<file path="src/logic/rlcrd_defs.svh">
`ifndef RLCRD_DEFS_SVH
`define RLCRD_DEFS_SVH

// channel indices into the reset synchroniser bank
`define RLCRD_CH_CPU      0
`define RLCRD_CH_MII_TX   1
`define RLCRD_CH_MII_RX   2
`define RLCRD_CH_GMII_TX  3
`define RLCRD_CH_GMII_RX  4
`define RLCRD_CH_TX_PATH  5
`define RLCRD_CH_RX_PATH  6
`define RLCRD_CH_RECONFIG 7
`define RLCRD_NUM_CH      8

// reset value of every synchroniser stage: reset asserted
`define RLCRD_SYNC_RESET  1'b0

// cycles from a reset input edge to the matching output edge
`define RLCRD_SYNC_CYCLES 2

`endif

</file>
<file path="src/logic/rlcrd_pkg.sv">
package rlcrd_pkg;

  typedef enum logic [1:0] {
    PS_RESET = 2'b00,
    PS_WAIT  = 2'b01,
    PS_RUN   = 2'b10
  } rlcrd_path_state_t;

  // active-low per-domain resets, as they leave the block
  typedef struct packed {
    logic regs_n;
    logic mii_tx_n;
    logic mii_rx_n;
    logic gmii_tx_n;
    logic gmii_rx_n;
    logic tx_path_n;
    logic rx_path_n;
  } rlcrd_domain_resets_t;

endpackage

</file>
<file path="src/logic/rlcrd_reset_domains.sv">
`timescale 1ns/1ps
`include "rlcrd_defs.svh"

module rlcrd_reset_domains #(
  parameter bit NEWER_DEVICE   = 1'b1,
  parameter bit STARTUP_SM_EN  = 1'b0,
  parameter bit REG_ACCESS_EN  = 1'b0,
  parameter bit AUTONEG_EN     = 1'b0,
  parameter bit DELAY_CAL_EN   = 1'b0
) (
  input  wire logic                          clk_in,
  input  wire logic                          reset_n_in,
  input  wire logic                          global_reset_n_in,
  input  wire logic                          tx_path_reset_n_in,
  input  wire logic                          rx_path_reset_n_in,
  input  wire logic                          cpu_reset_n_in,
  input  wire logic                          mii_tx_reset_n_in,
  input  wire logic                          mii_rx_reset_n_in,
  input  wire logic                          gmii_tx_reset_n_in,
  input  wire logic                          gmii_rx_reset_n_in,
  input  wire logic                          reconfig_reset_in,
  input  wire logic                          tx_xcvr_ready_in,
  input  wire logic                          rx_xcvr_ready_in,
  output rlcrd_pkg::rlcrd_domain_resets_t    domain_resets_n_out,
  output logic                               reconfig_reset_out,
  output logic                               tx_enable_out,
  output logic                               rx_enable_out
);

  ////////////////////////////////////////////////////////////////////////////
  // reconfiguration reset presence

  localparam bit HAS_RECONFIG = NEWER_DEVICE ?
    (STARTUP_SM_EN | REG_ACCESS_EN | AUTONEG_EN | DELAY_CAL_EN) :
    (AUTONEG_EN | STARTUP_SM_EN);

  ////////////////////////////////////////////////////////////////////////////
  // reset synchroniser bank

  logic [`RLCRD_NUM_CH-1:0] raw_n;
  logic [`RLCRD_NUM_CH-1:0] meta_r;
  logic [`RLCRD_NUM_CH-1:0] meta_nxt;
  logic [`RLCRD_NUM_CH-1:0] sync_nxt;

  always_comb begin
    raw_n[`RLCRD_CH_CPU]      = cpu_reset_n_in;
    raw_n[`RLCRD_CH_MII_TX]   = mii_tx_reset_n_in;
    raw_n[`RLCRD_CH_MII_RX]   = mii_rx_reset_n_in;
    raw_n[`RLCRD_CH_GMII_TX]  = gmii_tx_reset_n_in;
    raw_n[`RLCRD_CH_GMII_RX]  = gmii_rx_reset_n_in;
    // path scope: own path reset or global
    raw_n[`RLCRD_CH_TX_PATH]  = tx_path_reset_n_in & global_reset_n_in;
    raw_n[`RLCRD_CH_RX_PATH]  = rx_path_reset_n_in & global_reset_n_in;
    raw_n[`RLCRD_CH_RECONFIG] = ~(reconfig_reset_in & HAS_RECONFIG);
  end

  // first stage here; resets_r and reconfig_reset_out form the second
  // path state machines read the same next value so enables drop with
  // the path reset; safe only because every input is synchronous
  genvar gi;
  generate
    for (gi = 0; gi < `RLCRD_NUM_CH; gi++) begin : g_sync
      always_comb begin
        meta_nxt[gi] = reset_n_in ? raw_n[gi] : `RLCRD_SYNC_RESET;
        sync_nxt[gi] = reset_n_in ? meta_r[gi] : `RLCRD_SYNC_RESET;
      end
    end
  endgenerate

  always_ff @(posedge clk_in) begin
    meta_r <= meta_nxt;
  end

  ////////////////////////////////////////////////////////////////////////////
  // domain reset outputs

  rlcrd_pkg::rlcrd_domain_resets_t resets_nxt;
  rlcrd_pkg::rlcrd_domain_resets_t resets_r;

  always_comb begin
    // cpu reset owns the register bank
    // global reset kept off the register bank
    resets_nxt.regs_n    = sync_nxt[`RLCRD_CH_CPU];
    resets_nxt.mii_tx_n  = sync_nxt[`RLCRD_CH_MII_TX];
    resets_nxt.mii_rx_n  = sync_nxt[`RLCRD_CH_MII_RX];
    resets_nxt.gmii_tx_n = sync_nxt[`RLCRD_CH_GMII_TX];
    resets_nxt.gmii_rx_n = sync_nxt[`RLCRD_CH_GMII_RX];
    resets_nxt.tx_path_n = sync_nxt[`RLCRD_CH_TX_PATH];
    resets_nxt.rx_path_n = sync_nxt[`RLCRD_CH_RX_PATH];
  end

  // second stage registered here, so outputs leave straight from a flop
  always_ff @(posedge clk_in) begin
    resets_r           <= resets_nxt;
    // absent reconfig reset stays low, block reset included
    reconfig_reset_out <= HAS_RECONFIG & ~sync_nxt[`RLCRD_CH_RECONFIG];
  end

  assign domain_resets_n_out = resets_r;

  ////////////////////////////////////////////////////////////////////////////
  // data path gating on transceiver ready

  rlcrd_pkg::rlcrd_path_state_t tx_state_r;
  rlcrd_pkg::rlcrd_path_state_t tx_state_nxt;
  rlcrd_pkg::rlcrd_path_state_t rx_state_r;
  rlcrd_pkg::rlcrd_path_state_t rx_state_nxt;

  function automatic rlcrd_pkg::rlcrd_path_state_t path_next(
    input rlcrd_pkg::rlcrd_path_state_t cur,
    input logic                         path_rst_n,
    input logic                         ready
  );
    rlcrd_pkg::rlcrd_path_state_t nxt;
    nxt = cur;
    if (!path_rst_n) begin
      nxt = rlcrd_pkg::PS_RESET;
    end else begin
      case (cur)
        rlcrd_pkg::PS_RESET: nxt = rlcrd_pkg::PS_WAIT;
        rlcrd_pkg::PS_WAIT: nxt = ready ? rlcrd_pkg::PS_RUN : cur;
        // ready dropped by a triggered controller
        rlcrd_pkg::PS_RUN: nxt = ready ? cur : rlcrd_pkg::PS_WAIT;
        default: nxt = rlcrd_pkg::PS_RESET;
      endcase
    end
    return nxt;
  endfunction

  always_comb begin
    tx_state_nxt = path_next(tx_state_r, resets_nxt.tx_path_n,
                             tx_xcvr_ready_in);
    rx_state_nxt = path_next(rx_state_r, resets_nxt.rx_path_n,
                             rx_xcvr_ready_in);
  end

  always_ff @(posedge clk_in) begin
    tx_state_r    <= tx_state_nxt;
    rx_state_r    <= rx_state_nxt;
    tx_enable_out <= (tx_state_nxt == rlcrd_pkg::PS_RUN);
    rx_enable_out <= (rx_state_nxt == rlcrd_pkg::PS_RUN);
  end
endmodule

</file>
<file path="config.mk">
export PLATFORM = sky130hd
export DESIGN_NAME = rlcrd_reset_domains
export DESIGN_NICKNAME = d
export VERILOG_FILES = /design/src/logic/rlcrd_pkg.sv /design/src/logic/rlcrd_reset_domains.sv
export VERILOG_INCLUDE_DIRS = /design/src /design/src/logic
export SDC_FILE = /design/constraint.sdc
export NUM_CORES = 1
export LEC_CHECK = 0
export ABC_AREA = 1
export BUFFER_PORTS_ARGS = -buffer_cell sky130_fd_sc_hd__buf_2
export CORE_MARGIN = 3
export CORE_UTILIZATION = 44
export DETAILED_ROUTE_END_ITERATION = 7
export GPL_TIMING_DRIVEN = 1
export PLACE_DENSITY = 0.73
export SYNTH_ARGS = -nofsm -noshare
export SYNTH_HDL_FRONTEND = slang
export SYNTH_SLANG_ARGS = --single-unit
</file>
<file path="constraint.sdc">
create_clock -name clk_in -period 0.9 [get_ports clk_in]
set_input_delay 0.135 -clock clk_in [delete_from_list [all_inputs] [get_ports clk_in]]
set_output_delay 0.135 -clock clk_in [all_outputs]
set_load 0.05 [all_outputs]
</file>
==> results.sh, run 1 <==
export IMPL_finalNonFillerCells=109
export IMPL_setup_ws_ns=-0.0153
export IMPL_grt_pass1_wl_mm=1.60
export IMPL_slowest_delay_ns=0.35
export IMPL_antenna_found_initial=0
export IMPL_worstHoldStart="gmii_rx_reset_n_in"
export IMPL_fin_crit_ns=0.915
export IMPL_yosysUniqueCellTypes=8
export IMPL_fin_nets=110
export IMPL_status="finished with violations"
export IMPL_vias=454
export IMPL_wl_per_cell_um=8.94
export IMPL_post_route_util=0.685
export IMPL_fillCellCount=119
export IMPL_cp_num_buf_inv=1
export IMPL_failed_checks="setup timing"
export IMPL_clockRootBuffer="clkbuf_4"
export IMPL_start_util=0.512
export IMPL_worstSetupPathType="reg -> out"
export IMPL_pin_count=23
export IMPL_synth_edff_count=0
export IMPL_synthCells=74
export IMPL_cts_setup_buffers=0
export IMPL_drive_above_1_share=0.358
export IMPL_drt_pass1_iterations=3
export IMPL_synth_ff_type="dfxtp_1"
export IMPL_grtUsageTotal=0.123
export IMPL_dieWidth_um=43.4
export IMPL_cts_hold_buf=0
export IMPL_powerDensity_nw_per_um2=1780
export IMPL_clkTransAtPathRegs_ns=0.09
export IMPL_rsz0062_at_grt="true"
export IMPL_io_buffers=20
export IMPL_worst_setup_path_startpoint="domain_resets_n_out[2]$_SDFF_PN0_"
export IMPL_drt_iter0_markers=2
export IMPL_fin_setup_tns_ns=-0.0741
export IMPL_clock_latency_ns=0.29
export IMPL_finalCritPeriodShare=1.02
export IMPL_async_reset_ff_frac=0
export IMPL_ys_seq_area_frac=0.650
export IMPL_htreeDepth=1
export IMPL_core_um2=1200
export IMPL_critical_path_top_delay_family="flip-flops"
export IMPL_die_area_um2=1880
export IMPL_skew_ns=0.00214
export IMPL_antenna_cells=0
export IMPL_cp_cell_sequence="buf_8"
export IMPL_grt_pass1_vias=392
export IMPL_max_cap_viol_count=0
export IMPL_leakagePower_uw=0.000481
export IMPL_crit_slowest_cell="dfxtp_2"
export IMPL_synth_most_common_cell="nand2_1"
export IMPL_startpoint_type="register"
export IMPL_dieHeight_um=43.4
export IMPL_clock_sinks=20
export IMPL_slew_violations=0
export IMPL_ys_ff_latch=20
export IMPL_synth_top_area_frac=0.650
export IMPL_synth_nets=87
export IMPL_synth_top_area_cell="dfxtp_1"
export IMPL_yosys_warnings=0
export IMPL_row_count=12
export IMPL_dp_cells=106
export IMPL_hold_viol=0
export IMPL_synthTopCellsByCount="22 x nand2_1, 20 x dfxtp_1, 17 x inv_1"
export IMPL_ctsResizeCount=27
export IMPL_area_growth_pct=33.7
export IMPL_clk_path_buf_depth=2
export IMPL_overflow=0
export IMPL_place_gp_congestion=0.687
export IMPL_synthTopCellsByArea="dfxtp_1 65%, nand2_1 13%, inv_1 10%"
export IMPL_vias_per_cell=4.17
export IMPL_antenna_left=0
export IMPL_worst_setup_path_end_kind="output pin"
export IMPL_hold_path_class="in -> reg"
export IMPL_arrival_ns=0.78
export IMPL_cts_made_buffers=3
export IMPL_rr_startpoint="tx_state_r[1]$_DFF_P_"
export IMPL_wl_um=975
export IMPL_drc=0
export IMPL_synth_avg_cell_area_um2=8.32
export IMPL_worstPathMaxFanout=1
export IMPL_netlist_area_um2=616
export IMPL_setup_viol=9
export IMPL_max_vdd_ir_drop_mv=1.52
export IMPL_cts_tree="built"
export IMPL_grt_start_max_net_pins=14
export IMPL_fmax_mhz=1090
export IMPL_place_hpwl_um=761
export IMPL_crit_required_ns=0.76
-- worst min-delay path, stage by stage --
cell and delay (ns):
buf_2 0.07, nand2_1 0.04, inv_1 0.04
-- registers in the layout, indices dropped and copies added (netlist names) --
signal	count
domain_resets_n_out	7
meta_r	7
rx_enable_out	1
rx_state_r	2
tx_enable_out	1
tx_state_r	2
-- power breakdown --
part / internal (uW) / switching, uW / total, uW
registers: 916 / 10.2 / 927
clock network: 156 / 238 / 394
logic: 55.7 / 91.1 / 147
total: 1130 / 340 / 1470
-- stage by stage --
step | instance area, um2 | setup WS [ns] | power, uW | hold slack, ns
2_1_floorplan | 616 | 0.178 | 1030 | 0.233
3_3_place_gp | 718 | 0.149 | 1070 | 0.314
3_5_place_dp | 718 | 0.0879 | 1070 | 0.320
4_1_cts | 808 | -0.0303 | 1480 | 0.00590
5_1_grt | 823 | -0.0611 | 1550 | 0.00532
6_report | 823 | -0.0153 | 1470 | 0.0159
-- worst paths after layout --
kind                                            end  slack (ns)  depth (start not counted)
setup / recovery             domain_resets_n_out[2]       -0.02                          1
hold / removal                 meta_r[4]$_SDFF_PN0_        0.02                          3
setup reg to reg              tx_state_r[1]$_DFF_P_        0.15                          3
hold reg to reg   domain_resets_n_out[5]$_SDFF_PN0_        0.41                          2
-- per-layer routing --
metal	vias up	GRT usage	wire length [um]
met5	-	0	0
met4	0	0.0542	14
met3	2	0.0747	98
met2	18	0.204	501
met1	188	0.124	361
li1	246	-	-
-- cell type report --
type	instances	area, um2	area share
timing repair buffer	20	171	0.208
tap	14	17.5	0.0213
sequential	20	412	0.500
inverter	19	71.3	0.0866
multi-input combinational	33	129	0.157
clock buffer	3	22.5	0.0274
-- kinds of logic after synthesis --
| group | count (synthesis) | share of synthesized area |
|---|---|---|
| other | 1 | 0.00609 |
| flip-flops | 20 | 0.650 |
| AO/OA/AOI/OAI | 4 | 0.0325 |
| AND/OR/NAND/NOR | 28 | 0.171 |
| buffers and inverters | 21 | 0.140 |
-- placed cells by master (no fill, tap or decap) --
| cell type | netlist | layout |
|---|---|---|
| dfxtp_2 | 0 | 9 |
| clkbuf_4 | 0 | 3 |
| buf_2 | 0 | 11 |
| buf_8 | 0 | 4 |
| a21oi_1 | 4 | 4 |
| conb_1 | 1 | 1 |
| inv_1 | 17 | 17 |
| nand2_1 | 22 | 22 |
| buf_6 | 0 | 5 |
| inv_2 | 2 | 2 |
| nor2_1 | 6 | 6 |
| dfxtp_1 | 20 | 11 |
(Power assumes the default switching activity.)
==> run 2, diff against run 1 <==
--- a/config.mk
+++ b/config.mk
@@ -8,11 +8,13 @@
 export LEC_CHECK = 0
 export ABC_AREA = 1
 export BUFFER_PORTS_ARGS = -buffer_cell sky130_fd_sc_hd__buf_2
+export CELL_PAD_IN_SITES_DETAIL_PLACEMENT = 1
+export CELL_PAD_IN_SITES_GLOBAL_PLACEMENT = 2
 export CORE_MARGIN = 3
-export CORE_UTILIZATION = 44
+export CORE_UTILIZATION = 25
 export DETAILED_ROUTE_END_ITERATION = 7
 export GPL_TIMING_DRIVEN = 1
-export PLACE_DENSITY = 0.73
+export PLACE_DENSITY_LB_ADDON = 0.1
 export SYNTH_ARGS = -nofsm -noshare
 export SYNTH_HDL_FRONTEND = slang
 export SYNTH_SLANG_ARGS = --single-unit
==> results.sh, run 2 (synthesized netlist as in run 1, its figures left out) <==
export IMPL_status="finished with violations"
export IMPL_failed_checks="setup timing"
export IMPL_reg2reg_to="tx_enable_out$_DFF_P_"
export IMPL_antenna_cells=0
export IMPL_cp_num_buf_inv=1
export IMPL_rr_startpoint="tx_state_r[1]$_DFF_P_"
export IMPL_worstHoldStart="gmii_rx_reset_n_in"
export IMPL_place_gp_congestion=0.557
export IMPL_cp_depth=1
export IMPL_max_cap_viol_count=0
export IMPL_clockRootBuffer="clkbuf_4"
export IMPL_holdPathStages=3
export IMPL_grt_pass1_vias=434
export IMPL_cts_tree="built"
export IMPL_drc=0
export IMPL_clkTransAtPathRegs_ns=0.10
export IMPL_leakagePower_uw=0.000482
export IMPL_worst_setup_path_end_kind="output pin"
export IMPL_startpoint_type="register"
export IMPL_slowest_delay_ns=0.34
export IMPL_antenna_found_initial=0
export IMPL_io_buffers=20
export IMPL_crit_slowest_cell="dfxtp_2"
export IMPL_finalCritPeriodShare=1.01
export IMPL_cts_setup_buffers=0
export IMPL_setup_viol=7
export IMPL_comb_power_share=0.100
export IMPL_clock_sinks=20
export IMPL_hold_viol=0
export IMPL_vias_per_cell=3.79
export IMPL_internal_power_uw=1130
export IMPL_crit_required_ns=0.76
export IMPL_clk_path_buf_depth=2
export IMPL_drive_above_1_share=0.358
export IMPL_hold_path_class="in -> reg"
export IMPL_post_route_util=0.371
export IMPL_cts_made_buffers=3
export IMPL_fillCellCount=286
export IMPL_row_count=17
export IMPL_p_seq_frac=0.633
export IMPL_htreeDepth=1
export IMPL_skew_ns=0.000471
export IMPL_fin_nets=110
export IMPL_p_sw_frac=0.230
export IMPL_drt_pass1_iterations=1
export IMPL_arrival_ns=0.77
export IMPL_critical_path_top_delay_family="flip-flops"
export IMPL_setup_ws_ns=-0.00550
export IMPL_vias=466
export IMPL_holdPathEnd="meta_r[4]$_SDFF_PN0_"
export IMPL_layout_commonest_cell="nand2_1"
export IMPL_drt_iter0_markers=0
export IMPL_grt_start_max_net_pins=14
export IMPL_ff2ff_path_depth=3
export IMPL_fmax_mhz=1100
export IMPL_overflow=0
export IMPL_p_sw_uw=336
export IMPL_rsz0062_at_grt="true"
export IMPL_cts_hold_buf=0
export IMPL_dieWidth_um=55.6
export IMPL_slew_violations=0
export IMPL_worstSetupPathType="reg -> out"
export IMPL_final_cell_mix="22 x nand2_1, 17 x inv_1, 11 x buf_2, 11 x dfxtp_1, 9 x dfxtp_2"
export IMPL_worstPathMaxFanout=1
export IMPL_fin_crit_ns=0.905
export IMPL_clock_latency_ns=0.28
export IMPL_core_um2=2280
export IMPL_die_area_um2=3090
export IMPL_grt_pass1_wl_mm=1.70
export IMPL_dieHeight_um=55.6
export IMPL_place_hpwl_um=788
export IMPL_max_vdd_ir_drop_mv=0.837
export IMPL_area_growth_pct=37.2
export IMPL_cp_cell_sequence="buf_6"
export IMPL_holdWs_ns=0.0253
export IMPL_start_util=0.270
export IMPL_power_share_clock=0.267
export IMPL_pin_count=23
export IMPL_grtUsageTotal=0.0741
export IMPL_r2r_slack_ns=0.17
export IMPL_antenna_left=0
export IMPL_wl_mm=1.03
export IMPL_wl_per_cell_um=8.38
export IMPL_powerDensity_nw_per_um2=1730
==> run 2: layer usage <==
metal / vias up / global-route usage / part of all wire
met5: - / 0 / 0
met4: 0 / 0.0625 / 0.018
met3: 2 / 0.0278 / 0.057
met2: 11 / 0.122 / 0.52
met1: 205 / 0.0731 / 0.40
li1: 248 / - / -
==> run 2: power groups by stage <==
stage,sequential [uW],clock (uW),combinational (uW)
CTS,927,428,146
floorplan,982,0,48.8
finish,927,390,147
global placement,941,0,128
detailed placement,942,0,130
global route,931,461,161
==> run 2: cell type report <==
class / count / area [um2] / area share
multi-input cells: 33 / 129 / 0.153
clock buffers: 3 / 22.5 / 0.0267
flip-flops and latches: 20 / 412 / 0.487
repair buffers: 20 / 175 / 0.207
well taps: 28 / 35.0 / 0.0415
inverters: 19 / 71.3 / 0.0844
==> run 2: repair_timing <==
| action | 4_1_cts | 5_1_grt |
|---|---|---|
| setup endpoints to repair | 9 | 9 |
| gates cloned | 0 | 0 |
| gates resized for setup | 28 | 4 |
==> run 2: through the flow <==
step	setup TNS, ns	std cells	instance area (um2)	power (uW)	setup WS [ns]
3_3_place_gp	0	120	736	1070	0.121
4_1_cts	-0.223	123	830	1500	-0.0327
3_5_place_dp	0	120	736	1070	0.0937
5_1_grt	-0.397	123	845	1550	-0.0510
2_1_floorplan	0	74	616	1030	0.178
6_report	-0.0187	123	845	1460	-0.00550
==> run 2: worst max path at each step <==
stage                                      start                      to  slack (ns)
3_5_place_dp                          reset_n_in   tx_enable_out$_DFF_P_        0.09
6_report          domain_resets_n_out[0]$_DFF_P_  domain_resets_n_out[0]      -0.005
3_3_place_gp                          reset_n_in   tx_enable_out$_DFF_P_        0.12
2_1_floorplan     domain_resets_n_out[0]$_DFF_P_  domain_resets_n_out[0]        0.18
5_1_grt        domain_resets_n_out[3]$_SDFF_PN0_  domain_resets_n_out[3]       -0.05
4_1_cts           domain_resets_n_out[0]$_DFF_P_  domain_resets_n_out[0]       -0.03
==> run 3, diff against run 2 <==
--- a/config.mk
+++ b/config.mk
@@ -10,7 +10,7 @@
 export BUFFER_PORTS_ARGS = -buffer_cell sky130_fd_sc_hd__buf_2
 export CELL_PAD_IN_SITES_DETAIL_PLACEMENT = 1
 export CELL_PAD_IN_SITES_GLOBAL_PLACEMENT = 2
-export CORE_MARGIN = 3
+export CORE_MARGIN = 1.5
 export CORE_UTILIZATION = 25
 export DETAILED_ROUTE_END_ITERATION = 7
 export GPL_TIMING_DRIVEN = 1
==> results.sh, run 3 (synthesized netlist as in run 1, its figures left out) <==
export IMPL_leakagePower_uw=0.000492
export IMPL_failed_checks="setup timing"
export IMPL_grtUsageTotal=0.0858
export IMPL_io_buffers=20
export IMPL_p_seq_frac=0.590
export IMPL_wl_um=965
export IMPL_antenna_found_initial=0
export IMPL_arrival_ns=0.77
export IMPL_clkTransAtPathRegs_ns=0.10
export IMPL_htreeDepth=1
export IMPL_layout_commonest_cell="nand2_1"
export IMPL_max_cap_viol_count=0
export IMPL_worstPathMaxFanout=1
export IMPL_worstSetupPathType="reg -> out"
export IMPL_finalCritPeriodShare=1.01
export IMPL_clock_sinks=20
export IMPL_crit_required_ns=0.76
export IMPL_clockRootBuffer="clkbuf_4"
export IMPL_dieHeight_um=52.6
export IMPL_clk_path_buf_depth=2
export IMPL_grt_pass1_vias=413
export IMPL_dpl_worst_slack_ns=0.115
export IMPL_vias_per_cell=3.73
export IMPL_grt_start_max_net_pins=14
export IMPL_setup_viol=9
export IMPL_slew_violations=0
export IMPL_worst_setup_path_end_kind="output pin"
export IMPL_fin_crit_ns=0.909
export IMPL_setup_ws_ns=-0.00934
export IMPL_die_area_um2=2770
export IMPL_slowest_delay_ns=0.35
export IMPL_wl_per_cell_um=7.78
export IMPL_cp_num_buf_inv=1
export IMPL_drc=0
export IMPL_place_gp_congestion=0.598
export IMPL_status="finished with violations"
export IMPL_row_count=17
export IMPL_critical_path_top_delay_family="flip-flops"
export IMPL_dp_cells=120
export IMPL_cts_made_buffers=3
export IMPL_pin_count=23
export IMPL_p_sw_uw=350
export IMPL_vias=463
export IMPL_cts_setup_buffers=0
export IMPL_cts_tree="built"
export IMPL_rsz0062_at_grt="true"
export IMPL_final_cell_mix="22 x nand2_1, 17 x inv_1, 11 x buf_2, 11 x dfxtp_1, 9 x dfxtp_2"
export IMPL_internal_power_uw=1220
export IMPL_r2r_slack_ns=0.18
export IMPL_crit_slowest_cell="dfxtp_2"
export IMPL_grt_pass1_wl_mm=1.66
export IMPL_overflow=0
export IMPL_fmax_mhz=1100
export IMPL_comb_power_share=0.095
export IMPL_powerDensity_nw_per_um2=1810
export IMPL_core_um2=2280
export IMPL_drive_above_1_share=0.365
export IMPL_start_util=0.270
export IMPL_drt_iter0_markers=2
export IMPL_finalNonFillerCells=124
export IMPL_drt_pass1_iterations=2
export IMPL_antenna_cells=0
export IMPL_hold_viol=0
export IMPL_power_share_clock=0.315
export IMPL_cts_hold_buf=0
export IMPL_antenna_left=0
export IMPL_fin_nets=110
export IMPL_area_growth_pct=41.3
export IMPL_max_vdd_ir_drop_mv=0.791
export IMPL_hold_path_class="in -> reg"
export IMPL_placed_cell_area_um2=736
export IMPL_startpoint_type="register"
export IMPL_design_area_um2=870
export IMPL_cp_cell_sequence="buf_8"
export IMPL_p_sw_frac=0.223
export IMPL_skew_ns=0.00257
export IMPL_place_hpwl_um=734
export IMPL_dieWidth_um=52.6
export IMPL_clock_latency_ns=0.29
-- run 3: through the flow --
| stage | setup TNS (ns) | hold WS (ns) | utilization | total power (uW) |
|---|---|---|---|---|
| finish | -0.0561 | 0.0192 | 0.382 | 1570 |
| CTS | -0.241 | 0.00395 | 0.372 | 1600 |
| global route | -0.502 | 0.00815 | 0.382 | 1680 |
| floorplan | 0 | 0.233 | - | 1030 |
| detailed placement | 0 | 0.322 | 0.323 | 1070 |
| global placement | 0 | 0.315 | 0.323 | 1070 |
-- run 3: power groups by stage --
stage	Clock, uW	Sequential, uW	Combinational (uW)
3_3_place_gp	0	941	128
4_1_cts	525	927	147
2_1_floorplan	0	982	48.8
5_1_grt	579	932	165
3_5_place_dp	0	942	130
6_report	495	928	149
-- run 3: timing repair --
item	4_1_cts	5_1_grt
gates resized for setup	29	6
setup endpoints to repair	9	9
endpoints found under the hold margin	0	0
-- run 3: worst paths after layout --
check,from,endpoint,depth (start not counted)
worst min-delay path,mii_tx_reset_n_in,meta_r[1]$_SDFF_PN0_,3
worst max-delay path,domain_resets_n_out[5]$_SDFF_PN0_,domain_resets_n_out[5],1
worst min register to register,meta_r[0]$_SDFF_PN0_,domain_resets_n_out[6]$_SDFF_PN0_,2
worst max register to register,rx_state_r[1]$_DFF_P_,rx_enable_out$_DFF_P_,3
-- run 3: worst register-to-register path: stages (launching register included) --
cell     delay [ns]
dfxtp_1        0.34
inv_1          0.06
a21oi_1        0.16
nor2_1         0.06
-- run 3: cell type report --
| type | count | area (um2) |
|---|---|---|
| fill | 281 | 1410 |
| sequential | 20 | 412 |
| timing repair buffer | 20 | 186 |
| multi-input combinational | 33 | 129 |
| inverter | 19 | 71.3 |
| clock buffer | 4 | 36.3 |
| tap | 28 | 35.0 |
-- run 3: routing by layer --
metal	vias to the layer above	global-route usage	part of all wire
met5	-	0	0
met1	205	0.0909	0.41
met3	2	0.0257	0.044
met2	9	0.142	0.53
li1	247	-	-
met4	0	0.0641	0.015
